==> src/rtl/dtc_pkg.sv <==
// Purpose: shared constants and state types for the dual timer/event counter
// Assumes: 8-bit data-memory style register port, one system clock
// Notes:   counter reset values are plain defaults; control resets to edge bit set
`default_nettype none

package dtc_pkg;
	// ==================================================
	// register offsets
	localparam logic [7:0] ADDR_A_VALUE = 8'h0d;
	localparam logic [7:0] ADDR_A_CTL   = 8'h0e;
	localparam logic [7:0] ADDR_B_HIGH  = 8'h0f;
	localparam logic [7:0] ADDR_B_LOW   = 8'h10;
	localparam logic [7:0] ADDR_B_CTL   = 8'h11;
	// ==================================================
	// control field layout
	localparam int         CTL_EDGE_BIT = 3;
	localparam int         CTL_RUN_BIT  = 4;
	localparam int         CTL_MODE_LSB = 6;
	localparam logic [7:0] CTL_RW_MASK  = 8'hd8;
	localparam logic [7:0] CTL_RESET    = 8'h08;
	localparam logic [1:0] MODE_EVENT   = 2'h1;
	localparam logic [1:0] MODE_TIMER   = 2'h2;
	localparam logic [1:0] MODE_PULSE   = 2'h3;
	// ==================================================
	// counts and reset values
	localparam logic [1:0]  PRESCALE_LAST = 2'h3;
	localparam logic [7:0]  A_ALL_ONES    = 8'hff;
	localparam logic [15:0] B_ALL_ONES    = 16'hffff;
	localparam logic [7:0]  A_RESET       = 8'h00;
	localparam logic [15:0] B_RESET       = 16'h0000;
	localparam logic [7:0]  DATA_RESET    = 8'h00;
	// ==================================================
	// state types
	typedef struct packed {
		logic       sync1;
		logic       sync2;
		logic       prev;
		logic [2:0] rdy;
		logic       rise;
		logic       fall;
	} dtc_edge_state_t;

	typedef struct packed {
		logic [1:0]  prescale;
		logic        pre_tick;
		logic [7:0]  a_cnt;
		logic [7:0]  a_pre;
		logic [7:0]  a_ctl;
		logic        a_meas;
		logic [15:0] b_cnt;
		logic [15:0] b_pre;
		logic [7:0]  b_ctl;
		logic        b_meas;
		logic [7:0]  lbuf;
		logic [7:0]  rdata;
		logic        a_flag;
		logic        b_flag;
		logic        a_irq;
		logic        b_irq;
		logic        wake;
	} dtc_state_t;
endpackage

`default_nettype wire

==> src/rtl/dtc_edge_if.sv <==
// Purpose: carries detected pin transitions from the input stage to the counters
// Assumes: single system clock
// Notes:   both strobes are one-cycle pulses
`default_nettype none

interface dtc_edge_if;
	logic rise;
	logic fall;
	modport src (output rise, output fall);
	modport dst (input rise, input fall);
endinterface

`default_nettype wire

==> src/rtl/dtc_edge.sv <==
// Purpose: synchronise one counter input pin and detect its transitions
// Assumes: pin is asynchronous to the system clock
// Notes:   strobes are suppressed until the pipeline holds real pin samples
`default_nettype none

module dtc_edge
	import dtc_pkg::*;
(
	input  wire logic  i_clk,
	input  wire logic  i_rst_n,
	input  wire logic  i_pin,
	dtc_edge_if.src    edge_o
);
	dtc_edge_state_t st;
	dtc_edge_state_t next_st;

	// ==================================================
	// two-stage synchroniser, then edge compare
	always_comb begin
		next_st       = st;
		next_st.sync1 = i_pin;
		next_st.sync2 = st.sync1;
		next_st.prev  = st.sync2;
		next_st.rdy   = {st.rdy[1:0], 1'b1};
		// no edge before prev holds a real sample, so reset cannot fake one
		next_st.rise  = st.rdy[2] & st.sync2 & ~st.prev;
		next_st.fall  = st.rdy[2] & ~st.sync2 & st.prev;
	end

	always_ff @(posedge i_clk or negedge i_rst_n) begin
		if (!i_rst_n) begin
			st <= '0;
		end else begin
			st <= next_st;
		end
	end

	assign edge_o.rise = st.rise;
	assign edge_o.fall = st.fall;
endmodule

`default_nettype wire

==> src/rtl/dtc_top.sv <==
// Purpose: 8-bit and 16-bit count-up timer/event counters with preload
// Assumes: register strobes synchronous to the system clock domain; pins may be asynchronous
// Notes:   read data appears one cycle after the read strobe
`default_nettype none

module dtc_top
	import dtc_pkg::*;
(
	input  wire logic       I_SYS_CLK,
	input  wire logic       I_RST_N,
	input  wire logic [7:0] I_ADDR,
	input  wire logic       I_WR_EN,
	input  wire logic       I_RD_EN,
	input  wire logic [7:0] I_WDATA,
	input  wire logic       I_A_PIN,
	input  wire logic       I_B_PIN,
	input  wire logic       I_A_IRQ_EN,
	input  wire logic       I_B_IRQ_EN,
	input  wire logic       I_A_FLAG_CLR,
	input  wire logic       I_B_FLAG_CLR,
	output logic      [7:0] O_RDATA,
	output logic            O_A_FLAG,
	output logic            O_B_FLAG,
	output logic            O_A_IRQ,
	output logic            O_B_IRQ,
	output logic            O_WAKE
);
	dtc_state_t st;
	dtc_state_t next_st;
	dtc_edge_if a_edge ();
	dtc_edge_if b_edge ();

	logic       a_blk;
	logic       b_blk;
	logic       a_adv;
	logic       b_adv;
	logic       a_ovf;
	logic       b_ovf;
	logic [1:0] a_pw;
	logic [1:0] b_pw;
	logic       wr_a_val;
	logic       wr_b_high;
	logic       wr_b_low;

	// ==================================================
	// input stages
	dtc_edge u_a_edge (
		.i_clk   (I_SYS_CLK),
		.i_rst_n (I_RST_N),
		.i_pin   (I_A_PIN),
		.edge_o  (a_edge)
	);

	dtc_edge u_b_edge (
		.i_clk   (I_SYS_CLK),
		.i_rst_n (I_RST_N),
		.i_pin   (I_B_PIN),
		.edge_o  (b_edge)
	);

	// ==================================================
	// shared decode
	function automatic logic [7:0] ctl_view(input logic [7:0] c);
		ctl_view = c & CTL_RW_MASK;
	endfunction

	function automatic logic sel_edge(input logic [7:0] c, input logic r, input logic f);
		sel_edge = c[CTL_EDGE_BIT] ? f : r;
	endfunction

	// one count step for either counter
	function automatic logic advance(
		input logic [7:0] c,
		input logic       meas,
		input logic       r,
		input logic       f,
		input logic       tick,
		input logic       blk
	);
		logic [1:0] m;
		m = c[CTL_MODE_LSB +: 2];
		advance = 1'b0;
		if (c[CTL_RUN_BIT] && !blk) begin
			case (m)
				MODE_EVENT: advance = sel_edge(c, r, f);
				MODE_TIMER: advance = tick;
				MODE_PULSE: advance = meas & tick;
				default:    advance = 1'b0;
			endcase
		end
	endfunction

	// pulse width tracking: {next measuring, measurement done}
	function automatic logic [1:0] pw_step(
		input logic [7:0] c,
		input logic       meas,
		input logic       r,
		input logic       f
	);
		logic start;
		logic stop;
		start = sel_edge(c, r, f);
		stop  = c[CTL_EDGE_BIT] ? r : f;
		if (c[CTL_MODE_LSB +: 2] != MODE_PULSE || !c[CTL_RUN_BIT]) begin
			pw_step = 2'b00;
		end else if (meas && stop) begin
			pw_step = 2'b01;
		end else if (!meas && start) begin
			pw_step = 2'b10;
		end else begin
			pw_step = {meas, 1'b0};
		end
	endfunction

	// ==================================================
	// request qualifiers
	assign wr_a_val  = I_WR_EN && (I_ADDR == ADDR_A_VALUE);
	assign wr_b_high = I_WR_EN && (I_ADDR == ADDR_B_HIGH);
	assign wr_b_low  = I_WR_EN && (I_ADDR == ADDR_B_LOW);
	// a read may drop a tick; software is expected to tolerate that
	assign a_blk = I_RD_EN && (I_ADDR == ADDR_A_VALUE);
	assign b_blk = I_RD_EN && ((I_ADDR == ADDR_B_HIGH) || (I_ADDR == ADDR_B_LOW));
	assign a_adv = advance(st.a_ctl, st.a_meas, a_edge.rise, a_edge.fall, st.pre_tick, a_blk);
	assign b_adv = advance(st.b_ctl, st.b_meas, b_edge.rise, b_edge.fall, st.pre_tick, b_blk);
	assign a_ovf = a_adv && (st.a_cnt == A_ALL_ONES);
	assign b_ovf = b_adv && (st.b_cnt == B_ALL_ONES);
	assign a_pw  = pw_step(st.a_ctl, st.a_meas, a_edge.rise, a_edge.fall);
	assign b_pw  = pw_step(st.b_ctl, st.b_meas, b_edge.rise, b_edge.fall);

	// ==================================================
	// next state
	always_comb begin
		next_st = st;
		// free-running divide-by-four tick
		next_st.prescale = st.prescale + 2'h1;
		next_st.pre_tick = (st.prescale == PRESCALE_LAST);

		// counter a
		if (a_adv) begin
			if (a_ovf) begin
				next_st.a_cnt = st.a_pre;
			end else begin
				next_st.a_cnt = st.a_cnt + 8'h01;
			end
		end
		next_st.a_meas = a_pw[1];
		if (a_pw[0]) begin
			next_st.a_ctl[CTL_RUN_BIT] = 1'b0;
		end

		// counter b
		if (b_adv) begin
			if (b_ovf) begin
				next_st.b_cnt = st.b_pre;
			end else begin
				next_st.b_cnt = st.b_cnt + 16'h0001;
			end
		end
		next_st.b_meas = b_pw[1];
		if (b_pw[0]) begin
			next_st.b_ctl[CTL_RUN_BIT] = 1'b0;
		end

		// reads: registered data, high read also captures the low byte
		if (I_RD_EN) begin
			case (I_ADDR)
				ADDR_A_VALUE: next_st.rdata = st.a_cnt;
				ADDR_A_CTL:   next_st.rdata = ctl_view(st.a_ctl);
				ADDR_B_HIGH: begin
					next_st.rdata = st.b_cnt[15:8];
					next_st.lbuf  = st.b_cnt[7:0];
				end
				ADDR_B_LOW:   next_st.rdata = st.lbuf;
				ADDR_B_CTL:   next_st.rdata = ctl_view(st.b_ctl);
				default:      next_st.rdata = DATA_RESET;
			endcase
		end

		// writes win over hardware updates of the same cycle
		if (I_WR_EN) begin
			case (I_ADDR)
				ADDR_A_VALUE: begin
					next_st.a_pre = I_WDATA;
					if (!st.a_ctl[CTL_RUN_BIT]) begin
						next_st.a_cnt = I_WDATA;
					end
				end
				ADDR_A_CTL:   next_st.a_ctl = ctl_view(I_WDATA);
				ADDR_B_HIGH: begin
					next_st.b_pre = {I_WDATA, st.lbuf};
					if (!st.b_ctl[CTL_RUN_BIT]) begin
						next_st.b_cnt = {I_WDATA, st.lbuf};
					end
				end
				ADDR_B_LOW:   next_st.lbuf = I_WDATA;
				ADDR_B_CTL:   next_st.b_ctl = ctl_view(I_WDATA);
				default:      next_st.lbuf = next_st.lbuf;
			endcase
		end

		// request flags: an overflow in the clearing cycle still sets
		next_st.a_flag = a_ovf | (st.a_flag & ~I_A_FLAG_CLR);
		next_st.b_flag = b_ovf | (st.b_flag & ~I_B_FLAG_CLR);
		next_st.a_irq  = next_st.a_flag & I_A_IRQ_EN;
		next_st.b_irq  = next_st.b_flag & I_B_IRQ_EN;
		next_st.wake   = a_ovf | b_ovf;
	end

	always_ff @(posedge I_SYS_CLK or negedge I_RST_N) begin
		if (!I_RST_N) begin
			st       <= '0;
			st.a_cnt <= A_RESET;
			st.a_pre <= A_RESET;
			st.b_cnt <= B_RESET;
			st.b_pre <= B_RESET;
			st.a_ctl <= CTL_RESET;
			st.b_ctl <= CTL_RESET;
		end else begin
			st <= next_st;
		end
	end

	// ==================================================
	// outputs
	assign O_RDATA  = st.rdata;
	assign O_A_FLAG = st.a_flag;
	assign O_B_FLAG = st.b_flag;
	assign O_A_IRQ  = st.a_irq;
	assign O_B_IRQ  = st.b_irq;
	assign O_WAKE   = st.wake;
endmodule

`default_nettype wire

==> config.mk <==
export PLATFORM = sky130hd
export DESIGN_NAME = dtc_top
export DESIGN_NICKNAME = d
export VERILOG_FILES = /design/src/rtl/dtc_pkg.sv /design/src/rtl/dtc_edge_if.sv /design/src/rtl/dtc_edge.sv /design/src/rtl/dtc_top.sv
export SDC_FILE = /design/constraint.sdc
export NUM_CORES = 1
export LEC_CHECK = 0
export BUFFER_PORTS_ARGS = -buffer_cell sky130_fd_sc_hd__buf_2
export CORE_ASPECT_RATIO = 0.6
export CORE_MARGIN = 8
export CORE_UTILIZATION = 40
export CTS_CLUSTER_SIZE = 20
export DETAILED_ROUTE_END_ITERATION = 16
export PLACE_DENSITY = 0.67
export SYNTH_ARGS = -nofsm -noshare
export SYNTH_HDL_FRONTEND = slang
export SYNTH_SLANG_ARGS = --single-unit
==> constraint.sdc <==
create_clock -name I_SYS_CLK -period 2.2 [get_ports I_SYS_CLK]
set_clock_uncertainty 0.1 [all_clocks]
set_input_delay 0 -clock I_SYS_CLK [delete_from_list [all_inputs] [get_ports I_SYS_CLK]]
set_output_delay 0 -clock I_SYS_CLK [all_outputs]
set_load 0.02 [all_outputs]
After elaboration in Yosys (flattened, before gate mapping)
Cells that the tools add are included.
Widths: inputs -> output; s select.
{"block": "totals", "regBits": 98, "inputBits": 26, "output_inout_bits": 13, "word_cells": 131}
{"block": "op_classes", "addsub": 3, "eq_ne": 16, "muxes": 33, "n_bitwise": 23, "reduce_logical": 25}
{"op": "$mux 16", "n": 5}
{"op": "$mux 8", "n": 8}
{"op": "$mux 40", "n": 1}
{"op": "$pmux 8 s5", "n": 1}
{"op": "$mux 32", "n": 1}
{"op": "$eq 8x4->1 const B", "n": 3}
{"op": "$mux 24", "n": 1}
{"op": "$add 16x1->16 const B", "n": 1}
{"op": "$eq 16x16->1 const B", "n": 1}
{"op": "$eq 8x5->1 const B", "n": 2}
{"op": "$and 1x1->1", "n": 14}
{"op": "$mux 2", "n": 6}
{"op": "$eq 2x2->1 const B", "n": 5}
{"op": "$logic_and 1x1->1", "n": 10}
{"op": "$add 8x1->8 const B", "n": 1}
{"op": "$eq 8x8->1 const B", "n": 1}
{"op": "$mux 1", "n": 8}
{"op": "$reduce_and 2->1", "n": 4}
{"op": "$logic_not 1->1", "n": 6}
{"op": "$not 1->1", "n": 6}
{"op": "$pmux 1 s3", "n": 2}
{"op": "$reduce_bool 3->1", "n": 2}
{"op": "$eq 2x1->1 const B", "n": 2}
{"op": "$ne 2x2->1 const B", "n": 2}
{"op": "3 further kinds", "n": 7}

Logic depth before layout (Yosys ltp)
{"block": "logic_depth", "depth_word": 12, "mapped_depth": 9}

By module
From an unflattened synthesis, not the netlist that was laid out.
{"block": "unflattened", "hier_cells": 463, "hier_area_um2": 4822.1}
{"mod": "dtc_top", "instances": 1, "cells_per_inst": 441, "area_each_um2": 4379.2}
{"mod": "dtc_edge", "instances": 2, "cells_per_inst": 11, "area_each_um2": 221.5}

Least setup slack after synthesis
No wires, ideal clock.
{"block": "synth_path", "path_kind": "register -> register", "start": "register st[46] (netlist name)", "end": "register st[47] (netlist name)", "setup_time_ps": 132, "arrival_ps": 1881, "required_ps": 1968, "slack_ps": 87, "path_stages_with_launch": 8, "path_cell_list": "dfrtp_1 -> ha_1 -> and3_1 -> nand3_1 -> nor3_4 -> mux2_2 -> mux2i_1 -> o21ai_1"}
{"element": "from (decl)", "line_no": "dtc_top.sv:28", "text": "dtc_state_t st;"}
{"element": "from (signal assigned)", "line_no": "dtc_top.sv:219", "text": "st <= next_st;"}

==> metrics.txt <==
Synth top area share=a little under half; outcome=complete, no violations; cts bufs inserted=9; pre-CTS setup slack=-31.55 ps; crit share post-route=93.80%; crit path launch=st[54]$_DFF_PN0_; CTS Root Buffer Type=clkbuf_16; antenna cells=0; initial antenna violation count=0; I/O pin count=39; Inst Count DP=686; Hold WC Path Type=in -> async; gp weighted congestion=0.9069; CTS max path bufs=2; DRT iter0 DRCs=444; total area of sequential cells=2382 um2; final global-route overflow total=0; crit path capture type=flop; Synth Area per Inst=approximately 10 um2; Nets=579; leading area contributor after synthesis=dfrtp_1; leak pwr=between 2 and 3 nW; Cell Rows=31; Clock Sinks=95; synth cell count leaders=dfrtp_1 (93), nand2_1 (55), nor2_1 (45), mux2_2 (36), a21oi_1 (30); prevailing post-synth register cell=dfrtp_1; Layout Cells excl Fill=around 700; area occupied by multi-input gates=between 2000 and 2500 um2; Synth Warn #=0; Async SR Flop Fraction=100.0%; # setup viols final=0; Via-to-Cell Ratio=5.669; Max Fclk=a little under 500 MHz; global-route wire length before repair=21980 um; H-tree depth=3; critical-path maximum fanout=6; HPWL after DPL=9889 um; RSZ-0062 raised after global routing=no; Worst Tran Pin Value=613.7 ps; Worst Path Arrival=2210 ps; die area=16110 um2; layout cells sized above 1=25.59%; PD cells=648.3 nW/um2; Core Area=~12000 um2; syn_nets=508; max-cap viol count=0; Distinct cells, synth=57; Final min period=2064 ps; Post-synth EDFFs=0; final instance area=5839 um2; Routed WL=~14000 um; final hold violations=0; DIE WIDTH=158.6 um; setup ws final=136.3 ps; fin. max-slew vios=0; vias in the first global route=between 3000 and 4000; critical path class=reg -> reg; Filler Cell Count=1125; Avg WL per Cell=18.83 um; IO buf count=38; clk_lat worst skew=350 ps; clk slew on worst S/H paths=70 ps; TritonCTS clock tree=built; GRT Util Overall=17.97%; Slew headroom=59.08%; Die Ht=101.6 um; router iterations before antenna repair=5; DR DRC count=0; most frequent cell after synthesis=dfrtp_1; mapped cell area=around 4900 um2; Util after Layout=48.72%; Synth area leaders=dfrtp_1 (48%), mux2_2 (8.3%), mux2i_1 (4.5%); largest net degree at the start of global routing=45; DRT antenna net count=0; Worst Path Required=2350 ps; Tot Pwr=0.003785 W; crit start category=flop; Starting Density=40.71%; register bit count reported by yosys=95; Syn Inst Count=479; DP Area=5351 um2; r2r startpoint=st[54]$_DFF_PN0_; via count=4082; Area growth syn-to-layout=19.67%; Seq/Total Area, Yosys=between 40% and 50%; Peak supply drop=~0.36 mV
==> per-stage QoR <==
stage          hold slack [ps]  TNS [ps]
2_1_floorplan           -395.6         0
3_3_place_gp            -42.29         0
3_5_place_dp            -41.64    -31.55
4_1_cts                  99.20         0
5_1_grt                  143.3         0
6_report                 94.35         0
==> placed cells by master (no fill, tap or decap), drive strengths merged, types with 8 or more instances in the layout <==
cell         synthesis  final
o21ai               30     30
mux2                36     36
nand2               55     55
clkbuf               6      9
nand4               11     11
dfrtp               93     93
a21oi               30     30
inv                 14     17
nand3               16     16
dlygate4sd3          0     17
nor2                46     46
nor3                10     10
and3                 8      8
buf                 19     68
mux2i               22     22
==> area by class of cell <==
| type | count | share of cell area [%] |
|---|---|---|
| Sequential cell | 95 | 40.80 |
| Multi-Input combinational cell | 345 | 39.08 |
| Timing Repair Buffer | 85 | 10.50 |
| Clock buffer | 9 | 3.857 |
| Tap cell | 165 | 3.535 |
| Clock inverter | 7 | 1.328 |
| Inverter | 14 | 0.8999 |
==> timing repair <==
item / CTS / global route
hold endpoints to repair: 101 / 0
endpoints found under the setup margin: 2 / 5
buffers inserted: 0 / 1
hold buffers: 17 / 0
gates resized for setup: 1 / 3
pin swaps: 0 / 1
==> routing by layer <==
metal | wire (um) | vias up | part of all wire (%) | track usage [%]
li1 | - | 1876 | - | -
met1 | 6821 | 2035 | 50 | 27.66
met2 | 5438 | 157 | 40 | 23.86
met3 | 1174 | 14 | 8.7 | 5.709
met4 | 121 | 0 | 0.89 | 3.244
met5 | 0 | - | 0 | 0
==> path summary, 6_finish.rpt <==
kind / end / slack, ps / depth (start not counted)
min in group I_SYS_CLK: st[20]$_DFF_PN0_ / 110 / 5
max in group asynchronous: st[66]$_DFFE_PN1P_ / 1240 / 3
setup / recovery: st[54]$_DFF_PN0_ / 140 / 7
hold reg to reg: u_a_edge.st[4]$_DFF_PN0_ / 250 / 0
setup reg to reg: st[54]$_DFF_PN0_ / 140 / 7
hold / removal: st[72]$_DFFE_PN0P_ / 90 / 2
==> state kept, by name, summed over array words and instances, names as in the netlist, 2 cells and up <==
name	count
O_RDATA	8
u_a_edge.st	2
st	69
u_a_edge.next_st	2
u_b_edge.next_st	4
==> where the power goes <==
part | leakage [nW] | switching, W | internal [W]
sequential | 1.27 | 0.0000745 | 0.00182
combinational | 1.18 | 0.000165 | 0.000124
clock | 0.147 | 0.000710 | 0.000893
total | 2.59 | 0.000949 | 0.00284
==> critical path: stages, from the launching register on <==
cell and delay, ps:
dfrtp_1 400, nand3_1 160, or2_1 410, nor3_4 270
buf_4 180, nand2_1 50, and3_1 170, o31ai_1 210
==> logic make-up (layout without fill, tap and decap cells) <==
| group | count (synthesis) | after routing | synth area share (%) |
|---|---|---|---|
| simple gates | 172 | 172 | 18.31 |
| compound gates | 108 | 108 | 14.15 |
| flops | 95 | 95 | 48.77 |
| mux | 58 | 58 | 12.82 |
| buf+inv | 39 | 115 | 4.564 |
| fa+ha+maj | 3 | 3 | 0.7693 |
| xor+xnor | 3 | 3 | 0.5386 |
| other cells | 1 | 1 | 0.07685 |
Power figures use the tool's default switching activity.
